### src/hdl/slave_poll_pkg.sv
// shared constants and types for the slave poll settings block
package slave_poll_pkg;
   localparam logic [7:0] OFF_ADDR     = 8'h00;
   localparam logic [7:0] OFF_TSDR     = 8'h04;
   localparam logic [7:0] OFF_INTERVAL = 8'h08;
   localparam logic [7:0] OFF_WDOG     = 8'h0c;
   localparam logic [7:0] OFF_MODE     = 8'h10;
   localparam logic [7:0] OFF_CMD      = 8'h14;
   localparam logic [7:0] OFF_STATUS   = 8'h18;
   localparam logic [7:0] OFF_IRQ_EN   = 8'h1c;
   localparam logic [7:0] OFF_IRQ_CLR  = 8'h20;
   localparam logic [7:0] OFF_IN_DATA  = 8'h24;
   localparam logic [7:0] OFF_OUT_DATA = 8'h28;

   localparam logic [9:0]  TSDR_MIN     = 10'h00b;
   localparam logic [9:0]  TSDR_MAX     = 10'h3ff;
   localparam logic [15:0] INTERVAL_MIN = 16'h0001;
   localparam logic [6:0]  ADDR_RESET   = 7'h7e;
   localparam logic [15:0] WDOG_DEFAULT = 16'h00c8;
   localparam int          CLK_MHZ      = 100;
   localparam int          US_CYCLES    = CLK_MHZ;
   localparam int          WD_BASE_LONG_MS  = 10;
   localparam int          WD_BASE_SHORT_MS = 1;

   localparam int MODE_SWAP_LSB = 0;
   localparam int MODE_FREEZE   = 2;
   localparam int MODE_SYNC     = 3;
   localparam int MODE_WDOG_EN  = 4;
   localparam int MODE_ZERO     = 5;
   localparam int MODE_BASE1MS  = 6;
   localparam int MODE_FAILSAFE = 7;
   localparam int MODE_GRP_LSB  = 8;

   localparam int EV_EXCHANGE = 0;
   localparam int EV_LOST     = 1;
   localparam int EV_CONTROL  = 2;
   localparam int EV_WIDTH    = 3;

   typedef enum logic [1:0] {SWAP_NONE, SWAP_BYTES, SWAP_REVERSE, SWAP_WORDS} swap_e;

   typedef struct packed {
      logic        valid;
      logic [6:0]  addr;
      logic        clear;
      logic        zero_len;
      logic [31:0] data;
   } frame_s;

   typedef struct packed {
      logic       valid;
      logic       freeze;
      logic       sync;
      logic [7:0] groups;
   } control_s;
endpackage
### src/hdl/slave_poll_config.sv
// per-slave poll settings, cyclic exchange pacing and data reorder with axi4-lite registers
// Notes on behaviour
// - Configured station address selects the slave addressed by every request frame.
// - Response delay register holds 11 to 1023 bit times, default 11.
// - At least the minimum interval in microseconds separates two exchanges.
// - Slave silent past watchdog resets itself; master must re-establish exchange.
// - Watchdog value never below the master-wide default, which is also reset.
// - Membership in up to 8 groups, one bit per group.
// - Sync or Freeze commands go out only for selected groups containing slave.
// - Group bits are writable only by a write that leaves Sync or Freeze mode enabled.
// - Freeze option is off after configuration is created.
// - Sync option is off by default.
// - Input and output bytes reordered: none, swap bytes, reverse, swap words.
// - With zero-on-failure set, lost link zeroes the held input data.
// - Watchdog parameter uses a 10 ms base unless the 1 ms base is chosen.
// - In clear state, fail-safe slaves get empty frames, others zero data.
`default_nettype none
module slave_poll_config
   import slave_poll_pkg::*;
#(
   parameter logic [15:0] WDOG_MIN = WDOG_DEFAULT
) (
   input  wire logic                  CORE_CLK,
   input  wire logic                  RST_B,
   input  wire logic [7:0]            S_AXI_AWADDR,
   input  wire logic                  S_AXI_AWVALID,
   output var  logic                  S_AXI_AWREADY,
   input  wire logic [31:0]           S_AXI_WDATA,
   input  wire logic [3:0]            S_AXI_WSTRB,
   input  wire logic                  S_AXI_WVALID,
   output var  logic                  S_AXI_WREADY,
   output var  logic [1:0]            S_AXI_BRESP,
   output var  logic                  S_AXI_BVALID,
   input  wire logic                  S_AXI_BREADY,
   input  wire logic [7:0]            S_AXI_ARADDR,
   input  wire logic                  S_AXI_ARVALID,
   output var  logic                  S_AXI_ARREADY,
   output var  logic [31:0]           S_AXI_RDATA,
   output var  logic [1:0]            S_AXI_RRESP,
   output var  logic                  S_AXI_RVALID,
   input  wire logic                  S_AXI_RREADY,
   input  wire logic                  MASTER_CLEAR,
   input  wire logic                  LINK_LOST,
   input  wire logic                  RX_VALID,
   input  wire logic [31:0]           RX_DATA,
   output var  slave_poll_pkg::frame_s   TX_FRAME,
   output var  slave_poll_pkg::control_s TX_CONTROL,
   output var  logic [15:0]           WDOG_PARAM,
   output var  logic                  IRQ
);
   import slave_poll_pkg::*;

   typedef struct packed {
      logic        awready;
      logic        wready;
      logic        aw_held;
      logic [7:0]  aw_addr;
      logic        w_held;
      logic [31:0] w_data;
      logic [3:0]  w_strb;
      logic        bvalid;
      logic [1:0]  bresp;
      logic        arready;
      logic        rvalid;
      logic [31:0] rdata;
      logic [1:0]  rresp;
      logic [6:0]  addr;
      logic [9:0]  tsdr;
      logic [15:0] interval;
      logic [15:0] wdog;
      logic [15:0] mode;
      logic [31:0] out_data;
      logic [31:0] in_data;
      logic [EV_WIDTH-1:0] status;
      logic [EV_WIDTH-1:0] irq_en;
      logic        exch_req;
      logic [6:0]  us_div;
      logic [15:0] us_left;
      frame_s      frame;
      control_s    control;
      logic [15:0] wdog_param;
      logic        irq;
   } state_s;

   state_s st;
   state_s next_st;

   function automatic logic [31:0] reorder(input logic [31:0] d, input swap_e s);
      logic [31:0] r;
      r = d;
      case (s)
         SWAP_BYTES:   r = {d[23:16], d[31:24], d[7:0], d[15:8]};
         SWAP_REVERSE: r = {d[7:0], d[15:8], d[23:16], d[31:24]};
         SWAP_WORDS:   r = {d[15:0], d[31:16]};
         default:      r = d;
      endcase
      return r;
   endfunction

   function automatic logic [31:0] merge(input logic [31:0] old, input logic [31:0] d, input logic [3:0] be);
      logic [31:0] r;
      r = old;
      for (int i = 0; i < 4; i++) begin
         if (be[i]) begin
            r[i*8 +: 8] = d[i*8 +: 8];
         end
      end
      return r;
   endfunction

   logic [31:0] wval;
   logic [31:0] mode_w;
   logic [15:0] wd_cand;
   logic [EV_WIDTH-1:0] ev;
   logic        do_write;
   logic        do_read;
   logic        sync_cmd;
   logic        freeze_cmd;
   logic [7:0]  cmd_groups;
   swap_e       swap;

   always_comb begin
      next_st    = st;
      wval       = 32'h0;
      mode_w     = 32'h0;
      wd_cand    = 16'h0;
      ev         = '0;
      sync_cmd   = 1'b0;
      freeze_cmd = 1'b0;
      cmd_groups = 8'h0;
      swap       = swap_e'(st.mode[MODE_SWAP_LSB +: 2]);

      // write channel capture, either order
      next_st.awready = 1'b0;
      next_st.wready  = 1'b0;
      if (!st.aw_held && S_AXI_AWVALID && !st.awready) begin
         next_st.awready = 1'b1;
      end
      if (st.awready && S_AXI_AWVALID) begin
         next_st.aw_held = 1'b1;
         next_st.aw_addr = S_AXI_AWADDR;
      end
      if (!st.w_held && S_AXI_WVALID && !st.wready) begin
         next_st.wready = 1'b1;
      end
      if (st.wready && S_AXI_WVALID) begin
         next_st.w_held = 1'b1;
         next_st.w_data = S_AXI_WDATA;
         next_st.w_strb = S_AXI_WSTRB;
      end
      do_write = st.aw_held && st.w_held && !st.bvalid;
      if (st.bvalid && S_AXI_BREADY) begin
         next_st.bvalid = 1'b0;
      end

      if (do_write) begin
         next_st.aw_held = 1'b0;
         next_st.w_held  = 1'b0;
         next_st.bvalid  = 1'b1;
         next_st.bresp   = 2'b00;
         case (st.aw_addr)
            OFF_ADDR: begin
               wval = merge({25'h0, st.addr}, st.w_data, st.w_strb);
               next_st.addr = wval[6:0];
            end
            OFF_TSDR: begin
               wval = merge({22'h0, st.tsdr}, st.w_data, st.w_strb);
               if (wval[9:0] < TSDR_MIN || wval[31:10] != 22'h0) begin
                  next_st.bresp = 2'b10;
               end else begin
                  next_st.tsdr = wval[9:0];
               end
            end
            OFF_INTERVAL: begin
               wval = merge({16'h0, st.interval}, st.w_data, st.w_strb);
               if (wval[15:0] < INTERVAL_MIN) begin
                  next_st.bresp = 2'b10;
               end else begin
                  next_st.interval = wval[15:0];
               end
            end
            OFF_WDOG: begin
               wval    = merge({16'h0, st.wdog}, st.w_data, st.w_strb);
               wd_cand = wval[15:0];
               next_st.wdog = (wd_cand < WDOG_MIN) ? WDOG_MIN : wd_cand;
            end
            OFF_MODE: begin
               mode_w = merge({16'h0, st.mode}, st.w_data, st.w_strb);
               next_st.mode[7:0] = mode_w[7:0];
               if (mode_w[MODE_SYNC] || mode_w[MODE_FREEZE]) begin
                  next_st.mode[15:8] = mode_w[15:8];
               end
            end
            OFF_CMD: begin
               sync_cmd   = st.w_strb[0] && st.w_data[0];
               freeze_cmd = st.w_strb[0] && st.w_data[1];
               cmd_groups = st.w_data[15:8];
            end
            OFF_IRQ_EN: begin
               wval = merge({29'h0, st.irq_en}, st.w_data, st.w_strb);
               next_st.irq_en = wval[EV_WIDTH-1:0];
            end
            OFF_IRQ_CLR: begin
               next_st.status = st.status & ~(st.w_data[EV_WIDTH-1:0] & {EV_WIDTH{st.w_strb[0]}});
            end
            OFF_OUT_DATA: begin
               next_st.out_data = merge(st.out_data, st.w_data, st.w_strb);
            end
            default: begin
               next_st.bresp = 2'b10;
            end
         endcase
      end

      // read channel
      next_st.arready = 1'b0;
      do_read = st.arready && S_AXI_ARVALID;
      if (!st.rvalid && S_AXI_ARVALID && !st.arready) begin
         next_st.arready = 1'b1;
      end
      if (st.rvalid && S_AXI_RREADY) begin
         next_st.rvalid = 1'b0;
      end
      if (do_read) begin
         next_st.rvalid = 1'b1;
         next_st.rresp  = 2'b00;
         case (S_AXI_ARADDR)
            OFF_ADDR:     next_st.rdata = {25'h0, st.addr};
            OFF_TSDR:     next_st.rdata = {22'h0, st.tsdr};
            OFF_INTERVAL: next_st.rdata = {16'h0, st.interval};
            OFF_WDOG:     next_st.rdata = {16'h0, st.wdog};
            OFF_MODE:     next_st.rdata = {16'h0, st.mode};
            OFF_STATUS:   next_st.rdata = {29'h0, st.status};
            OFF_IRQ_EN:   next_st.rdata = {29'h0, st.irq_en};
            OFF_IN_DATA:  next_st.rdata = st.in_data;
            OFF_OUT_DATA: next_st.rdata = st.out_data;
            OFF_CMD, OFF_IRQ_CLR: next_st.rdata = 32'h0;
            default: begin
               next_st.rdata = 32'h0;
               next_st.rresp = 2'b10;
            end
         endcase
      end

      // control command to selected groups this slave belongs to
      next_st.control.valid = 1'b0;
      if ((sync_cmd && st.mode[MODE_SYNC]) || (freeze_cmd && st.mode[MODE_FREEZE])) begin
         if ((cmd_groups & st.mode[MODE_GRP_LSB +: 8]) != 8'h0) begin
            next_st.control.valid  = 1'b1;
            next_st.control.sync   = sync_cmd && st.mode[MODE_SYNC];
            next_st.control.freeze = freeze_cmd && st.mode[MODE_FREEZE];
            next_st.control.groups = cmd_groups & st.mode[MODE_GRP_LSB +: 8];
            ev[EV_CONTROL] = 1'b1;
         end
      end

      // exchange pacing in microseconds
      next_st.frame.valid = 1'b0;
      if (st.us_left != 16'h0) begin
         if (st.us_div == 7'(US_CYCLES - 1)) begin
            next_st.us_div  = 7'h0;
            next_st.us_left = st.us_left - 16'h1;
         end else begin
            next_st.us_div = st.us_div + 7'h1;
         end
      end else begin
         next_st.frame.valid = 1'b1;
         next_st.frame.addr  = st.addr;
         next_st.frame.clear = MASTER_CLEAR;
         next_st.frame.zero_len = MASTER_CLEAR && st.mode[MODE_FAILSAFE];
         next_st.frame.data  = MASTER_CLEAR ? 32'h0 : reorder(st.out_data, swap);
         next_st.us_div      = 7'h0;
         next_st.us_left     = st.interval;
         ev[EV_EXCHANGE]     = 1'b1;
      end

      // input data path
      if (LINK_LOST) begin
         ev[EV_LOST] = 1'b1;
         if (st.mode[MODE_ZERO]) begin
            next_st.in_data = 32'h0;
         end
      end else if (RX_VALID) begin
         next_st.in_data = reorder(RX_DATA, swap);
      end

      // watchdog parameter for the slave, which then supervises itself
      next_st.wdog_param = !st.mode[MODE_WDOG_EN] ? 16'h0 :
                           st.mode[MODE_BASE1MS] ? st.wdog / 16'(WD_BASE_SHORT_MS) :
                           st.wdog / 16'(WD_BASE_LONG_MS);

      next_st.status = next_st.status | ev;
      next_st.irq    = ((next_st.status & next_st.irq_en) != '0);
   end

   always_ff @(posedge CORE_CLK or negedge RST_B) begin
      if (!RST_B) begin
         st          <= '0;
         st.addr     <= ADDR_RESET;
         st.tsdr     <= TSDR_MIN;
         st.interval <= INTERVAL_MIN;
         st.wdog     <= WDOG_DEFAULT;
         st.mode     <= 16'h0;
         st.us_left  <= INTERVAL_MIN;
      end else begin
         st <= next_st;
      end
   end

   assign S_AXI_AWREADY = st.awready;
   assign S_AXI_WREADY  = st.wready;
   assign S_AXI_BVALID  = st.bvalid;
   assign S_AXI_BRESP   = st.bresp;
   assign S_AXI_ARREADY = st.arready;
   assign S_AXI_RVALID  = st.rvalid;
   assign S_AXI_RDATA   = st.rdata;
   assign S_AXI_RRESP   = st.rresp;
   assign TX_FRAME      = st.frame;
   assign TX_CONTROL    = st.control;
   assign WDOG_PARAM    = st.wdog_param;
   assign IRQ           = st.irq;
endmodule
`default_nettype wire

### config.mk
export PLATFORM = sky130hd
export DESIGN_NAME = slave_poll_config
export DESIGN_NICKNAME = d
export VERILOG_FILES = /design/src/hdl/slave_poll_pkg.sv /design/src/hdl/slave_poll_config.sv
export SDC_FILE = /design/constraint.sdc
export NUM_CORES = 1
export LEC_CHECK = 0
export BUFFER_PORTS_ARGS = -buffer_cell sky130_fd_sc_hd__buf_2
export CAP_MARGIN = 20
export CORE_MARGIN = 8
export CORE_UTILIZATION = 40
export CTS_BUF_LIST = sky130_fd_sc_hd__clkbuf_8 sky130_fd_sc_hd__clkbuf_16
export DETAILED_ROUTE_END_ITERATION = 10
export SLEW_MARGIN = 15
export SYNTH_ARGS = -nofsm -noshare
export SYNTH_HDL_FRONTEND = slang
export SYNTH_SLANG_ARGS = --single-unit
export TNS_END_PERCENT = 5
### constraint.sdc
create_clock -name CORE_CLK -period 4.48 [get_ports CORE_CLK]
set_input_delay 0.224 -clock CORE_CLK [delete_from_list [all_inputs] [get_ports CORE_CLK]]
set_output_delay 0.224 -clock CORE_CLK [all_outputs]
set_load 0.01 [all_outputs]
* After elaboration in Yosys (flattened, before gate mapping)
Cells that the tools add are included.
** Operators by class
- $add $sub $neg :: 2
- Div/mod/pow operators :: 1
- Order comparisons :: 3
- Equality and inequality tests :: 25
- Mux-type cells :: 72
- Bitwise logic cells :: 8
- Reductions and logical operators :: 54
** Operator list (count)
- case mux 32 bit (9 select lines) :: 1
- two-way mux 8 bit :: 29
- case mux 32 bit (3 select lines) :: 2
- two-way mux 32 bit :: 4
- two-way mux 16 bit :: 4
- equality test 8 x 5 -> 1 bit (second input constant) :: 7
- two-way mux 42 bit :: 1
- equality test 8 x 6 -> 1 bit (second input constant) :: 5
- two-way mux 37 bit :: 1
- two-way mux 35 bit :: 1
- equality test 8 x 4 -> 1 bit (second input constant) :: 4
- AND reduction 3 bit :: 8
- two-way mux 23 bit :: 1
- two-way mux 11 bit :: 2
- nonzero test 22 bit :: 1
- logical AND 1 bit :: 18
- divider 16 x 4 -> 16 bit (second input constant) :: 1
- equality test 8 x 3 -> 1 bit (second input constant) :: 2
- zero test 8 bit :: 2
- less-than comparator 16 x 1 -> 1 bit (second input constant) :: 1
- less-than comparator 16 x 8 -> 1 bit (second input constant) :: 1
- nonzero test 16 bit :: 1
- subtractor 16 x 1 -> 16 bit (second input constant) :: 1
- two-way mux 1 bit :: 15
- 27 further kinds :: 52
** Word-level totals
- Flip-flop bits (word level) :: 315
- Input port bits :: 94
- Logic and storage cells :: 205

* Longest topological paths before layout
Gate-level depths: netlist of the first run.
- Depth in word-level cells :: 10
- Mapped depth :: 21
- Mapped depth without buffers :: 16

* Least setup slack after synthesis of the first run
Ideal clock, no wire load.
- Path type :: reg2reg
- Start :: register st[195] in the netlist's numbering
- End :: register st (netlist bit WDOG_PARAM[0])
- Setup time :: 0.139 ns
- Arrival time :: 4.414 ns
- Data required time :: 4.341 ns
- Path slack :: -0.073 ns
- Cell stages (with the launch flop) :: 19
- Cells stage by stage :: dfrtp_1 buf_4 buf_4 nor4_2 nor3_4 nand2_4 mux2_4 or4_4 a32o_2 and4_4 a311oi_2 a31o_1 buf_6 o2111ai_2 a22o_2 or4_1 o41a_1 o311ai_2 a41oi_2
** RTL lines
- from (decl) :: line slave_poll_config.sv:85 : state_s st;
- from (signal assigned) :: line slave_poll_config.sv:306 : st <= next_st;

==> metrics.txt, run 1 <==
# TYPE chip_impl_metric gauge
chip_impl_info{name="status",value="finished, violations left"} 1
chip_impl_info{name="failed_checks",value="negative setup slack"} 1
chip_impl_metric{name="swShare",unit="%"} 35.2
chip_impl_metric{name="async_reset_ff_share",unit="%"} 100
chip_impl_metric{name="synth_compound_gate_area_share",unit="%"} 17.5
chip_impl_metric{name="global_route.overflow_total",unit=""} 0
chip_impl_metric{name="clock_network_latency_to_the_later_pin_of_the_worst_skew_pair",unit="ns"} 0.56
chip_impl_metric{name="power_density",unit="mW/mm^2"} 462
chip_impl_metric{name="finalWorstSetupSlack",unit="ns"} -0.258
chip_impl_metric{name="fin_total_pwr",unit="mW"} 9.45
chip_impl_info{name="slowest_stage",value="sky130_fd_sc_hd__or4_1"} 1
chip_impl_metric{name="cellLeakagePower",unit="nW"} 9.32
chip_impl_info{name="critical_path.top_delay_family",value="compound AO/OA/AOI/OAI gates"} 1
chip_impl_metric{name="groute.usage.overall",unit="%"} 21.5
chip_impl_info{name="cts_tree",value="done"} 1
chip_impl_metric{name="power_report.internal_total",unit="mW"} 6.13
chip_impl_metric{name="cp_max_fo",unit=""} 8
chip_impl_metric{name="dp_worst_setup_slack",unit="ns"} -0.427
chip_impl_metric{name="clk_pin_slew_worst_paths",unit="ns"} 0.06
chip_impl_metric{name="nFillCells",unit=""} 4023
chip_impl_metric{name="detail_route.first_pass.iterations",unit=""} 5
chip_impl_metric{name="port-buffer-count",unit=""} 202
chip_impl_metric{name="rr_worst_depth",unit=""} 17
chip_impl_metric{name="io_pins",unit=""} 205
chip_impl_metric{name="finalSetupViolations",unit=""} 3
chip_impl_info{name="timing.rr.start",value="st[192]$_DFFE_PN0P_"} 1
chip_impl_metric{name="finalNetCount",unit=""} 2038
chip_impl_metric{name="stdcell_area",unit="mm^2"} 0.0204
chip_impl_metric{name="yosys-mux-area-fraction",unit="%"} 13.1
chip_impl_metric{name="postSynthAreaPerCell",unit="um^2"} 9.79
chip_impl_metric{name="placeable_core_region",unit="mm^2"} 0.0427
chip_impl_metric{name="yosys.cell_types.count",unit=""} 98
chip_impl_metric{name="num_vias",unit=""} 14200
chip_impl_metric{name="vias_per_cell",unit=""} 5.64
chip_impl_metric{name="synthSimpleGateAreaFrac",unit="%"} 14.4
chip_impl_metric{name="syn_to_final_growth",unit="%"} 19.3
chip_impl_metric{name="maximum_number_of_pins_on_one_net_before_global_route_repair",unit=""} 110
chip_impl_info{name="worst_hold_startpoint",value="S_AXI_ARADDR[5]"} 1
chip_impl_metric{name="max_clock_freq",unit="GHz"} 0.211
chip_impl_metric{name="cts_max_path_buffers",unit=""} 3
chip_impl_info{name="clock_tree.root_cell",value="sky130_fd_sc_hd__clkbuf_16"} 1
chip_impl_metric{name="die_x",unit="um"} 223
chip_impl_metric{name="worst-endpoint-arrival",unit="ns"} 5.15
chip_impl_info{name="startpoint_types",value="flip-flop"} 1
chip_impl_metric{name="combPwrFrac",unit="%"} 26.9
chip_impl_metric{name="internal_reg_to_reg_setup_slack",unit="ns"} -0.26
chip_impl_metric{name="clock_buffer_count_from_cts",unit=""} 36
chip_impl_info{name="list_of_cells_traversed_by_the_critical_path",value="nand2b_1, or3_1, a31oi_1, buf_4, a221oi_4, mux2_4, or4_4, a32o_2, and4_4, a311oi_4, a31o_4, o2111ai_4, a22o_2, or4_1, o41a_1, o311ai_2, a41oi_2"} 1
chip_impl_metric{name="antenna_found_initial",unit=""} 0
chip_impl_metric{name="worstMarginPinSlew",unit="ns"} 1.23
chip_impl_metric{name="wire_length_of_the_first_global_routing_pass",unit="mm"} 85.4
chip_impl_info{name="rr_endpoint",value="WDOG_PARAM[0]$_DFF_PN0_"} 1
chip_impl_metric{name="synth_enable_flop_cells",unit=""} 0
chip_impl_metric{name="timing.final.max_slew_violations",unit=""} 0
chip_impl_info{name="main_combinational_cell_family_by_area_after_synthesis",value="compound AO/OA/AOI/OAI gates"} 1
chip_impl_metric{name="cts.sink_count",unit=""} 313
chip_impl_metric{name="synth-warning-count",unit=""} 0
chip_impl_metric{name="htreeDepth",unit=""} 2
chip_impl_metric{name="diodes",unit=""} 0
chip_impl_metric{name="net-switching-power",unit="mW"} 3.32
chip_impl_metric{name="placement_rows",unit=""} 76
chip_impl_metric{name="min_period_over_period",unit="%"} 106
chip_impl_metric{name="first_global_vias",unit=""} 14200
chip_impl_metric{name="drc",unit=""} 0
chip_impl_metric{name="hold_ws",unit="ns"} 0.0726
chip_impl_metric{name="finalWeightedCongestion",unit=""} 0.904
chip_impl_metric{name="syn_inst",unit=""} 1751
chip_impl_metric{name="finalClockSkew",unit="ns"} 0.0218
chip_impl_metric{name="pwr-share-clk",unit="%"} 30.5
chip_impl_metric{name="synthesis.area",unit="mm^2"} 0.0171
chip_impl_metric{name="maxCapViolations",unit=""} 0
chip_impl_metric{name="irDropWorstVdd",unit="mV"} 0.327
chip_impl_metric{name="required",unit="ns"} 4.89
chip_impl_metric{name="detailedRoute.firstIterationViolations",unit=""} 1315
chip_impl_metric{name="synth_seq_area_share",unit="%"} 45.8
chip_impl_metric{name="final_core_utilization",unit="%"} 47.9
chip_impl_metric{name="cp.buffers_inverters",unit=""} 1
chip_impl_metric{name="finalHoldViolations",unit=""} 0
chip_impl_metric{name="final_layout_size_suffix_gt1_share",unit="%"} 31.9
chip_impl_metric{name="post_synth_fa_ha_maj_area_fraction",unit="%"} 0.204
chip_impl_info{name="end_kind",value="flip-flop"} 1
chip_impl_metric{name="power.sequential.fraction",unit="%"} 42.5
chip_impl_info{name="rsz0062_at_grt",value="true"} 1
chip_impl_info{name="hold-path-endpoint",value="S_AXI_RRESP[1]$_DFFE_PN0P_"} 1
chip_impl_metric{name="dpl_cell_area",unit="mm^2"} 0.0185
chip_impl_metric{name="floorplan.initialDensity",unit="%"} 40.1
chip_impl_metric{name="average_wire_per_cell_in_the_routed_design",unit="um"} 21.7
chip_impl_metric{name="holdPathStages",unit=""} 3
chip_impl_metric{name="timing.final.crit_period",unit="ns"} 4.74
chip_impl_metric{name="max_slew_margin",unit="%"} 17.4
chip_impl_metric{name="dieArea",unit="mm^2"} 0.0497
chip_impl_metric{name="synthXorXnorAreaFrac",unit="%"} 1.15
chip_impl_metric{name="flop_and_latch_count_out_of_synthesis",unit=""} 313
chip_impl_metric{name="finalWirelength",unit="mm"} 54.5
chip_impl_metric{name="detail-route-antenna-nets",unit=""} 0
chip_impl_metric{name="cp_slowest_stage_delay",unit="ns"} 0.51
chip_impl_metric{name="detailed_place_hpwl",unit="mm"} 40.2
chip_impl_info{name="critPathKind",value="flip-flop to flip-flop"} 1
chip_impl_info{name="hp-class",value="input port to flip-flop"} 1
chip_impl_info{name="yosys_most_used_dff",value="sky130_fd_sc_hd__dfrtp_1"} 1
chip_impl_metric{name="die_height",unit="um"} 223
[stage by stage]
step	setup TNS [ns]	instances
after detailed placement	-0.939	2395
final	-0.517	2514
after CTS	-0.407	2513
after floorplan	0	1752
after global placement	-0.641	2395
after global routing	-1.14	2514
[power by group through the flow]
stage / clock network (mW) / logic, mW / registers, mW
3_5_place_dp: 0 / 2.36 / 4.05
6_report: 2.89 / 2.55 / 4.02
3_3_place_gp: 0 / 2.32 / 4.02
4_1_cts: 2.96 / 2.46 / 4.00
2_1_floorplan: 0 / 1.83 / 3.61
5_1_grt: 3.06 / 2.80 / 4.08
[cells in the final DEF, fill, tap and decap left out, types with 6 or more instances in the layout]
cell type and n:
sky130_fd_sc_hd__o21a_1 6, sky130_fd_sc_hd__nor3_1 19, sky130_fd_sc_hd__nand4_1 10, sky130_fd_sc_hd__a31oi_1 8
sky130_fd_sc_hd__mux2i_1 38, sky130_fd_sc_hd__dlygate4sd3_1 51, sky130_fd_sc_hd__a22oi_1 42, sky130_fd_sc_hd__a222oi_1 9
sky130_fd_sc_hd__mux2_2 163, sky130_fd_sc_hd__nor2_1 91, sky130_fd_sc_hd__o31ai_1 46, sky130_fd_sc_hd__or3_1 8
sky130_fd_sc_hd__buf_4 118, sky130_fd_sc_hd__nand2_1 271, sky130_fd_sc_hd__dfrtp_1 293, sky130_fd_sc_hd__o21ai_0 138
sky130_fd_sc_hd__xnor2_1 13, sky130_fd_sc_hd__nand3b_1 6, sky130_fd_sc_hd__nand2b_1 7, sky130_fd_sc_hd__a22o_1 12
sky130_fd_sc_hd__clkbuf_8 9, sky130_fd_sc_hd__o21ai_1 6, sky130_fd_sc_hd__xor2_1 6, sky130_fd_sc_hd__a21o_1 10
sky130_fd_sc_hd__nor4_1 16, sky130_fd_sc_hd__a21oi_1 68, sky130_fd_sc_hd__dfstp_2 14, sky130_fd_sc_hd__nand3_1 23
sky130_fd_sc_hd__a221oi_1 8, sky130_fd_sc_hd__inv_1 30, sky130_fd_sc_hd__clkbuf_16 36, sky130_fd_sc_hd__and2_1 16
sky130_fd_sc_hd__and3_1 13, sky130_fd_sc_hd__buf_2 202
[worst max path at each step]
stage	start	end	cells after the start
after CTS	st[194]$_DFFE_PN0P_	WDOG_PARAM[0]$_DFF_PN0_	19
after global placement	st[194]$_DFFE_PN0P_	WDOG_PARAM[0]$_DFF_PN0_	17
after floorplan	st[194]$_DFFE_PN0P_	WDOG_PARAM[0]$_DFF_PN0_	18
final	st[192]$_DFFE_PN0P_	WDOG_PARAM[0]$_DFF_PN0_	17
after detailed placement	st[191]$_DFFE_PN0P_	WDOG_PARAM[0]$_DFF_PN0_	17
after global routing	st[192]$_DFFE_PN0P_	WDOG_PARAM[0]$_DFF_PN0_	19
[sequential cells by signal, indices dropped and copies added (netlist names)]
register,cells
S_AXI_BVALID,1
S_AXI_AWREADY,1
TX_CONTROL,11
S_AXI_RRESP,1
TX_FRAME,42
S_AXI_BRESP,1
S_AXI_RDATA,32
WDOG_PARAM,16
S_AXI_ARREADY,1
S_AXI_WREADY,1
S_AXI_RVALID,1
st,204
IRQ,1
[synthesized netlist by cell type (5+ instances only)]
master / n / share of area [%]
sky130_fd_sc_hd__a211oi_1: 8 / 0.35
sky130_fd_sc_hd__a21o_1: 10 / 0.44
sky130_fd_sc_hd__a21oi_1: 69 / 2.0
sky130_fd_sc_hd__a221oi_1: 8 / 0.41
sky130_fd_sc_hd__a221oi_2: 5 / 0.44
sky130_fd_sc_hd__a222oi_1: 9 / 0.53
sky130_fd_sc_hd__a22o_1: 12 / 0.61
sky130_fd_sc_hd__a22oi_1: 42 / 1.8
sky130_fd_sc_hd__a31oi_1: 10 / 0.37
sky130_fd_sc_hd__and2_1: 16 / 0.58
sky130_fd_sc_hd__and3_1: 15 / 0.55
sky130_fd_sc_hd__buf_1: 14 / 0.31
sky130_fd_sc_hd__buf_2: 8 / 0.23
sky130_fd_sc_hd__buf_4: 112 / 4.9
sky130_fd_sc_hd__clkbuf_1: 85 / 1.9
sky130_fd_sc_hd__dfrtp_1: 299 / 44
sky130_fd_sc_hd__dfstp_2: 14 / 2.1
sky130_fd_sc_hd__inv_1: 17 / 0.37
sky130_fd_sc_hd__mux2_2: 163 / 11
sky130_fd_sc_hd__mux2i_1: 39 / 2.3
sky130_fd_sc_hd__nand2_1: 272 / 6.0
sky130_fd_sc_hd__nand2b_1: 9 / 0.33
sky130_fd_sc_hd__nand3_1: 24 / 0.70
sky130_fd_sc_hd__nand3b_1: 6 / 0.26
sky130_fd_sc_hd__nand4_1: 10 / 0.37
sky130_fd_sc_hd__nor2_1: 93 / 2.0
sky130_fd_sc_hd__nor3_1: 24 / 0.70
sky130_fd_sc_hd__nor3b_1: 5 / 0.22
sky130_fd_sc_hd__nor4_1: 18 / 0.66
sky130_fd_sc_hd__o211ai_1: 5 / 0.22
sky130_fd_sc_hd__o21a_1: 6 / 0.26
sky130_fd_sc_hd__o21ai_0: 140 / 4.1
sky130_fd_sc_hd__o21ai_1: 6 / 0.18
sky130_fd_sc_hd__o31ai_1: 47 / 2.1
sky130_fd_sc_hd__or2_2: 5 / 0.18
sky130_fd_sc_hd__or3_1: 8 / 0.29
sky130_fd_sc_hd__xnor2_1: 14 / 0.72
sky130_fd_sc_hd__xor2_1: 6 / 0.31
[final cells by class]
| cell class | count | area, um^2 | share of cell area [%] |
|---|---|---|---|
| multi-input combinational | 1200 | 8240 | 40.3 |
| sequential | 313 | 7860 | 38.4 |
| timing repair buffer | 374 | 2460 | 12.0 |
| clock buffer | 45 | 1020 | 5.01 |
| tap | 546 | 683 | 3.34 |
| clock inverter | 19 | 121 | 0.594 |
| inverter | 17 | 63.8 | 0.312 |
[routing by layer]
metal / GRT usage, % / wire [um] / share of wire [%] / up-vias
met5: 0 / 0 / 0 / -
met3: 3.61 / 3030 / 5.6 / 95
li1: - / - / - / 6578
met4: 6.80 / 1610 / 3.0 / 0
met1: 30.0 / 24700 / 45 / 7058
met2: 34.0 / 25200 / 46 / 453
[tightest hold or removal path: cells and delay by family]
family	cells	cell delay, ns
buffers and inverters	1	0.11
AOI/OAI and AO/OA	2	0.25
[logic make-up (layout without fill, tap and decap cells)]
kind of cell / count (synthesis) / after routing
AND/OR/NAND/NOR: 533 / 533
AO/OA/AOI/OAI: 438 / 438
flip-flops: 313 / 313
buffers and inverters: 239 / 455
multiplexers: 203 / 203
XOR/XNOR: 21 / 21
adder cells (fa/ha/maj): 3 / 3
other: 1 / 2
[timing repair]
action                                 4_1_cts  5_1_grt
cloned                                       0        0
setup endpoints to repair                    3        4
pin swaps                                    7        4
resized for setup                           26       21
hold buffers                                51        0
setup buffers                                3        0
endpoints found under the hold margin      145        0
Power figures use the tool's default switching activity.
==> run 2, diff against run 1 <==
- CORE_UTILIZATION: 40 -> 39
==> metrics.txt, run 2 (synthesis gave the netlist of run 1 again) <==
# TYPE chip_impl_metric gauge
chip_impl_info{name="status",value="finished, violations left"} 1
chip_impl_info{name="failed_checks",value="negative setup slack"} 1
chip_impl_metric{name="irDropWorstVdd",unit="mV"} 0.349
chip_impl_metric{name="worst-endpoint-arrival",unit="ns"} 5.19
chip_impl_metric{name="cts.sink_count",unit=""} 313
chip_impl_metric{name="detail-route-antenna-nets",unit=""} 0
chip_impl_metric{name="global_route.overflow_total",unit=""} 0
chip_impl_metric{name="holdPathStages",unit=""} 3
chip_impl_metric{name="largest_register_ffs",unit=""} 204
chip_impl_info{name="top_register",value="st"} 1
chip_impl_metric{name="instance_count_after_placement_with_tap_cells_included",unit=""} 2435
chip_impl_metric{name="seq_area",unit="mm^2"} 0.00786
chip_impl_info{name="clock_tree.root_cell",value="sky130_fd_sc_hd__clkbuf_16"} 1
chip_impl_metric{name="area_of_the_multi_input_gates",unit="mm^2"} 0.00829
chip_impl_metric{name="max_clock_freq",unit="GHz"} 0.209
chip_impl_metric{name="detailedRoute.firstIterationViolations",unit=""} 1188
chip_impl_metric{name="rr_worst_depth",unit=""} 17
chip_impl_info{name="rr_endpoint",value="WDOG_PARAM[0]$_DFF_PN0_"} 1
chip_impl_metric{name="cellLeakagePower",unit="nW"} 9.37
chip_impl_metric{name="io_pins",unit=""} 205
chip_impl_metric{name="hold_ws",unit="ns"} 0.0846
chip_impl_info{name="hold-path-endpoint",value="S_AXI_RRESP[1]$_DFFE_PN0P_"} 1
chip_impl_info{name="most-common-layout-cells",value="sky130_fd_sc_hd__dfrtp_1 (293), sky130_fd_sc_hd__nand2_1 (270), sky130_fd_sc_hd__buf_2 (202)"} 1
chip_impl_metric{name="antenna_found_initial",unit=""} 0
chip_impl_metric{name="clk_pin_slew_worst_paths",unit="ns"} 0.06
chip_impl_metric{name="htreeDepth",unit=""} 2
chip_impl_metric{name="die_height",unit="um"} 226
chip_impl_metric{name="clock_buffer_count_from_cts",unit=""} 36
chip_impl_metric{name="detail_route.first_pass.iterations",unit=""} 6
chip_impl_metric{name="placement_rows",unit=""} 77
chip_impl_metric{name="stdcell_count",unit=""} 2561
chip_impl_metric{name="finalWeightedCongestion",unit=""} 0.894
chip_impl_metric{name="floorplan.initialDensity",unit="%"} 39.1
chip_impl_metric{name="required",unit="ns"} 4.89
chip_impl_metric{name="wire_length_of_the_first_global_routing_pass",unit="mm"} 83.4
chip_impl_metric{name="drc",unit=""} 0
chip_impl_metric{name="detailed_place_hpwl",unit="mm"} 40.1
chip_impl_metric{name="finalHoldViolations",unit=""} 0
chip_impl_metric{name="finalWorstSetupSlack",unit="ns"} -0.297
chip_impl_metric{name="min_period_over_period",unit="%"} 107
chip_impl_info{name="critPathKind",value="flip-flop to flip-flop"} 1
chip_impl_info{name="cts_tree",value="done"} 1
chip_impl_metric{name="cts_max_path_buffers",unit=""} 3
chip_impl_metric{name="die_x",unit="um"} 226
chip_impl_info{name="end_kind",value="flip-flop"} 1
chip_impl_metric{name="power_density",unit="mW/mm^2"} 467
chip_impl_metric{name="finalClockSkew",unit="ns"} 0.0225
chip_impl_metric{name="finalNetCount",unit=""} 2036
chip_impl_metric{name="finalWirelength",unit="mm"} 54.4
chip_impl_info{name="timing.rr.start",value="st[194]$_DFFE_PN0P_"} 1
chip_impl_metric{name="num_vias",unit=""} 14100
chip_impl_metric{name="vias_per_cell",unit=""} 5.51
chip_impl_metric{name="timing.final.crit_period",unit="ns"} 4.78
chip_impl_metric{name="average_wire_per_cell_in_the_routed_design",unit="um"} 21.2
chip_impl_info{name="hp-class",value="input port to flip-flop"} 1
chip_impl_info{name="rsz0062_at_grt",value="true"} 1
chip_impl_metric{name="max_slew_margin",unit="%"} 21.7
chip_impl_metric{name="cp_max_fo",unit=""} 8
chip_impl_metric{name="dieArea",unit="mm^2"} 0.0509
chip_impl_metric{name="first_global_vias",unit=""} 14000
chip_impl_metric{name="final_layout_size_suffix_gt1_share",unit="%"} 32.5
chip_impl_metric{name="worstMarginPinSlew",unit="ns"} 1.17
chip_impl_metric{name="maxCapViolations",unit=""} 0
chip_impl_metric{name="finalSetupViolations",unit=""} 2
chip_impl_info{name="startpoint_types",value="flip-flop"} 1
chip_impl_metric{name="syn_to_final_growth",unit="%"} 21.0
chip_impl_info{name="worst_hold_startpoint",value="S_AXI_ARADDR[5]"} 1
chip_impl_metric{name="internal_reg_to_reg_setup_slack",unit="ns"} -0.30
chip_impl_metric{name="clock_network_latency_to_the_later_pin_of_the_worst_skew_pair",unit="ns"} 0.54
chip_impl_metric{name="timing.final.max_slew_violations",unit=""} 0
chip_impl_metric{name="port-buffer-count",unit=""} 202
chip_impl_metric{name="nFillCells",unit=""} 4171
chip_impl_metric{name="groute.usage.overall",unit="%"} 20.9
chip_impl_metric{name="maximum_number_of_pins_on_one_net_before_global_route_repair",unit=""} 123
chip_impl_metric{name="placeable_core_region",unit="mm^2"} 0.0438
chip_impl_info{name="mostFrequentLayoutCell",value="sky130_fd_sc_hd__dfrtp_1"} 1
[run 2: how the worst max path moves through the flow]
stage	to	cells past startpoint	from	slack, ns
after floorplan	WDOG_PARAM[0]$_DFF_PN0_	18	st[194]$_DFFE_PN0P_	0.03
after global placement	WDOG_PARAM[0]$_DFF_PN0_	19	st[192]$_DFFE_PN0P_	-0.26
after detailed placement	WDOG_PARAM[0]$_DFF_PN0_	19	st[193]$_DFFE_PN0P_	-0.35
after CTS	WDOG_PARAM[0]$_DFF_PN0_	20	st[194]$_DFFE_PN0P_	-0.17
after global routing	WDOG_PARAM[0]$_DFF_PN0_	20	st[192]$_DFFE_PN0P_	-0.43
final	WDOG_PARAM[0]$_DFF_PN0_	17	st[194]$_DFFE_PN0P_	-0.30
[run 2: metrics by stage]
| step | power (mW) | instance area [um^2] | worst slack, ns | TNS [ns] | utilization [%] |
|---|---|---|---|---|---|
| global placement | 6.35 | 18600 | -0.260 | -0.473 | 42.3 |
| detailed placement | 6.40 | 18600 | -0.347 | -0.687 | 42.3 |
| floorplan | 5.44 | 17200 | 0.0349 | 0 | - |
| global route | 10.2 | 20700 | -0.435 | -1.03 | 47.3 |
| finish | 9.68 | 20700 | -0.297 | -0.536 | 47.3 |
| CTS | 9.58 | 20400 | -0.174 | -0.339 | 46.6 |
[run 2: report_power, final]
part | switching [mW] | internal (mW)
logic | 1.37 | 1.21
clock network | 1.23 | 1.84
registers | 0.739 | 3.29
total | 3.34 | 6.34
[run 2: cell type report]
cell class	count	share of cell area (%)
diodes	1	0.0121
clock buffers	46	5.06
clock inverters	20	1.04
inverters	17	0.308
multi-input cells	1200	40.0
flip-flops and latches	313	37.9
well taps	592	3.57
repair buffers	372	12.1
[run 2: repair_timing]
action | 4_1_cts | 5_1_grt
setup buffers | 1 | 5
pin swaps | 4 | 26
setup endpoints to repair | 3 | 4
resized for setup | 13 | 51
hold endpoints to repair | 171 | 0
hold buffers | 51 | 0
cloned | 0 | 0
[run 2: worst max-delay path, stage by stage, from the launching register on]
cell and delay [ns]:
sky130_fd_sc_hd__dfrtp_2 0.45, sky130_fd_sc_hd__nor2b_4 0.15, sky130_fd_sc_hd__buf_6 0.14, sky130_fd_sc_hd__xnor2_4 0.14, sky130_fd_sc_hd__a221oi_4 0.29, sky130_fd_sc_hd__a221oi_4 0.12, sky130_fd_sc_hd__mux2_4 0.30, sky130_fd_sc_hd__or4_4 0.51
sky130_fd_sc_hd__a32o_2 0.31, sky130_fd_sc_hd__and4_4 0.19, sky130_fd_sc_hd__a311oi_4 0.32, sky130_fd_sc_hd__a31o_4 0.27, sky130_fd_sc_hd__o2111ai_4 0.19, sky130_fd_sc_hd__a22o_2 0.29, sky130_fd_sc_hd__or4_1 0.48, sky130_fd_sc_hd__o41a_1 0.13
sky130_fd_sc_hd__o311ai_2 0.32, sky130_fd_sc_hd__a41oi_2 0.05
[run 2: routing by layer]
layer / routed length (um) / track usage (%)
met5: 0 / 0
met1: 24000 / 28.8
met3: 2970 / 2.92
met4: 1470 / 6.27
met2: 25900 / 33.9
==> run 3, diff against run 2 <==
- SETUP_SLACK_MARGIN: default -> 0.1
==> metrics.txt, run 3 (synthesis gave the netlist of run 1 again) <==
# TYPE chip_impl_metric gauge
chip_impl_info{name="status",value="finished, violations left"} 1
chip_impl_info{name="failed_checks",value="negative setup slack"} 1
chip_impl_info{name="mostFrequentLayoutCell",value="sky130_fd_sc_hd__dfrtp_1"} 1
chip_impl_info{name="cts_tree",value="done"} 1
chip_impl_info{name="top_register",value="st"} 1
chip_impl_metric{name="die_height",unit="um"} 226
chip_impl_metric{name="die_x",unit="um"} 226
chip_impl_metric{name="seq_area",unit="mm^2"} 0.00786
chip_impl_metric{name="rr_worst_depth",unit=""} 19
chip_impl_metric{name="clock_buffer_count_from_cts",unit=""} 36
chip_impl_metric{name="antenna_found_initial",unit=""} 0
chip_impl_metric{name="worstMarginPinSlew",unit="ns"} 1.05
chip_impl_metric{name="worst-endpoint-arrival",unit="ns"} 5.08
chip_impl_metric{name="clk_pin_slew_worst_paths",unit="ns"} 0.06
chip_impl_metric{name="detailed_place_hpwl",unit="mm"} 40.3
chip_impl_metric{name="placeable_core_region",unit="mm^2"} 0.0438
chip_impl_metric{name="cp_max_fo",unit=""} 10
chip_impl_info{name="rsz0062_at_grt",value="true"} 1
chip_impl_metric{name="stdcell_area",unit="mm^2"} 0.0205
chip_impl_metric{name="average_wire_per_cell_in_the_routed_design",unit="um"} 21.3
chip_impl_metric{name="timing.final.max_slew_violations",unit=""} 0
chip_impl_metric{name="cts_max_path_buffers",unit=""} 3
chip_impl_metric{name="max_slew_margin",unit="%"} 30.2
chip_impl_metric{name="placement_rows",unit=""} 77
chip_impl_info{name="startpoint_types",value="flip-flop"} 1
chip_impl_metric{name="detail_route.first_pass.iterations",unit=""} 5
chip_impl_metric{name="largest_register_ffs",unit=""} 204
chip_impl_metric{name="finalHoldViolations",unit=""} 0
chip_impl_metric{name="port-buffer-count",unit=""} 202
chip_impl_metric{name="io_pins",unit=""} 205
chip_impl_metric{name="clock_network_latency_to_the_later_pin_of_the_worst_skew_pair",unit="ns"} 0.55
chip_impl_metric{name="area_of_the_multi_input_gates",unit="mm^2"} 0.00822
chip_impl_metric{name="cts.sink_count",unit=""} 313
chip_impl_metric{name="wire_length_of_the_first_global_routing_pass",unit="mm"} 85.2
chip_impl_metric{name="internal_reg_to_reg_setup_slack",unit="ns"} -0.20
chip_impl_metric{name="vias_per_cell",unit=""} 5.51
chip_impl_info{name="hold-path-endpoint",value="S_AXI_RRESP[1]$_DFFE_PN0P_"} 1
chip_impl_metric{name="min_period_over_period",unit="%"} 104
chip_impl_metric{name="finalNetCount",unit=""} 2036
chip_impl_metric{name="dpl_cell_area",unit="mm^2"} 0.0186
chip_impl_info{name="end_kind",value="flip-flop"} 1
chip_impl_metric{name="finalWorstSetupSlack",unit="ns"} -0.200
chip_impl_info{name="rr_endpoint",value="WDOG_PARAM[0]$_DFF_PN0_"} 1
chip_impl_metric{name="irDropWorstVdd",unit="mV"} 0.374
chip_impl_metric{name="finalWirelength",unit="mm"} 54.6
chip_impl_metric{name="stdcell_count",unit=""} 2560
chip_impl_metric{name="required",unit="ns"} 4.88
chip_impl_info{name="hp-class",value="input port to flip-flop"} 1
chip_impl_metric{name="power_density",unit="mW/mm^2"} 461
chip_impl_metric{name="first_global_vias",unit=""} 14200
chip_impl_metric{name="floorplan.initialDensity",unit="%"} 39.1
chip_impl_metric{name="cellLeakagePower",unit="nW"} 9.30
chip_impl_metric{name="maximum_number_of_pins_on_one_net_before_global_route_repair",unit=""} 113
chip_impl_metric{name="holdPathStages",unit=""} 3
chip_impl_info{name="most-common-layout-cells",value="sky130_fd_sc_hd__dfrtp_1 (294), sky130_fd_sc_hd__nand2_1 (270), sky130_fd_sc_hd__buf_2 (201)"} 1
chip_impl_metric{name="num_vias",unit=""} 14100
chip_impl_metric{name="global_route.overflow_total",unit=""} 0
chip_impl_metric{name="syn_to_final_growth",unit="%"} 19.7
chip_impl_metric{name="maxCapViolations",unit=""} 0
chip_impl_metric{name="nFillCells",unit=""} 4079
chip_impl_metric{name="finalClockSkew",unit="ns"} 0.0166
chip_impl_info{name="timing.rr.start",value="st[194]$_DFFE_PN0P_"} 1
chip_impl_metric{name="groute.usage.overall",unit="%"} 21.2
chip_impl_info{name="worst_hold_startpoint",value="S_AXI_ARADDR[5]"} 1
chip_impl_metric{name="final_layout_size_suffix_gt1_share",unit="%"} 32.2
chip_impl_info{name="clock_tree.root_cell",value="sky130_fd_sc_hd__clkbuf_16"} 1
chip_impl_metric{name="drc",unit=""} 0
chip_impl_metric{name="finalSetupViolations",unit=""} 2
chip_impl_info{name="critPathKind",value="flip-flop to flip-flop"} 1
chip_impl_metric{name="detail-route-antenna-nets",unit=""} 0
chip_impl_metric{name="detailedRoute.firstIterationViolations",unit=""} 1249
chip_impl_metric{name="max_clock_freq",unit="GHz"} 0.214
chip_impl_metric{name="htreeDepth",unit=""} 2
chip_impl_metric{name="instance_count_after_placement_with_tap_cells_included",unit=""} 2438
chip_impl_metric{name="timing.final.crit_period",unit="ns"} 4.68
chip_impl_metric{name="finalWeightedCongestion",unit=""} 0.873
chip_impl_metric{name="diodes",unit=""} 0
chip_impl_metric{name="dieArea",unit="mm^2"} 0.0509
run 3: changes by cell type in the layout (fill, tap and decap cells not counted), moves of 5 or more:
cell / previous run / this run
sky130_fd_sc_hd__clkbuf_8: 9 / 4
sky130_fd_sc_hd__buf_6: 9 / 0
sky130_fd_sc_hd__inv_1: 21 / 27
sky130_fd_sc_hd__buf_4: 105 / 116
run 3: metal layers:
layer,routed length [um],track usage [%],part of all wire [%],vias up
met3,2960,3.30,5.4,102
met2,25200,33.8,46,449
met4,1880,7.44,3.4,0
li1,-,-,-,6579
met5,0,0,0,-
met1,24500,29.2,45,6987
run 3: where the power goes:
part	leakage (nW)	internal [mW]	switching, mW
combinational	4.56	1.18	1.37
clock	0.615	1.65	1.24
sequential	4.12	3.29	0.724
run 3: per-stage QoR:
stage	power (mW)	worst slack (ns)	utilization, %	hold WS [ns]	setup TNS (ns)
finish	9.46	-0.200	46.8	0.0428	-0.300
global placement	6.37	-0.215	42.4	0.363	-0.374
detailed placement	6.42	-0.320	42.4	0.369	-0.553
CTS	9.43	-0.135	46.5	0.0257	-0.268
global route	9.95	-0.473	46.8	0.0988	-1.30
floorplan	5.44	0.0349	-	-0.0716	0
run 3: area by class of cell:
| cell class | instances | area share, % |
|---|---|---|
| Clock inverter | 25 | 0.866 |
| Inverter | 17 | 0.311 |
| Clock buffer | 41 | 4.78 |
| Sequential cell | 313 | 38.3 |
| Multi-Input combinational cell | 1200 | 40.1 |
| Tap cell | 592 | 3.61 |
| Timing Repair Buffer | 372 | 12.0 |
run 3: how the worst max path moves through the flow:
| stage | startpoint | endpoint | slack [ns] | cells after the start |
|---|---|---|---|---|
| after CTS | st[194]$_DFFE_PN0P_ | WDOG_PARAM[1]$_DFF_PN0_ | -0.14 | 19 |
| after detailed placement | st[193]$_DFFE_PN0P_ | WDOG_PARAM[0]$_DFF_PN0_ | -0.32 | 19 |
| after floorplan | st[194]$_DFFE_PN0P_ | WDOG_PARAM[0]$_DFF_PN0_ | 0.03 | 18 |
| after global placement | st[194]$_DFFE_PN0P_ | WDOG_PARAM[0]$_DFF_PN0_ | -0.21 | 18 |
| final | st[194]$_DFFE_PN0P_ | WDOG_PARAM[0]$_DFF_PN0_ | -0.20 | 19 |
| after global routing | st[191]$_DFFE_PN0P_ | WDOG_PARAM[0]$_DFF_PN0_ | -0.47 | 19 |
run 3: timing repair:
item | CTS | global route
endpoints found under the hold margin | 157 | 0
pin swaps | 10 | 7
gates resized for setup | 28 | 15
gates cloned | 0 | 0
hold buffers | 51 | 0
setup endpoints to repair | 4 | 4
setup buffers | 2 | 3
run 3: critical path: stages (launching register included):
cell                        delay (ns)
sky130_fd_sc_hd__dfrtp_2          0.47
sky130_fd_sc_hd__buf_4            0.20
sky130_fd_sc_hd__nor3_2           0.25
sky130_fd_sc_hd__nand3_2          0.13
sky130_fd_sc_hd__a31oi_4          0.18
sky130_fd_sc_hd__a221oi_2         0.07
sky130_fd_sc_hd__mux2_4           0.28
sky130_fd_sc_hd__or4_4            0.44
sky130_fd_sc_hd__a32oi_4          0.34
sky130_fd_sc_hd__o21ai_2          0.13
sky130_fd_sc_hd__a2111oi_4        0.39
sky130_fd_sc_hd__buf_4            0.18
sky130_fd_sc_hd__nor4_2           0.05
sky130_fd_sc_hd__a221oi_4         0.31
sky130_fd_sc_hd__and3_1           0.23
sky130_fd_sc_hd__buf_4            0.13
sky130_fd_sc_hd__nor2_1           0.05
sky130_fd_sc_hd__o41a_1           0.37
sky130_fd_sc_hd__o311ai_2         0.28
sky130_fd_sc_hd__a41oi_2          0.06
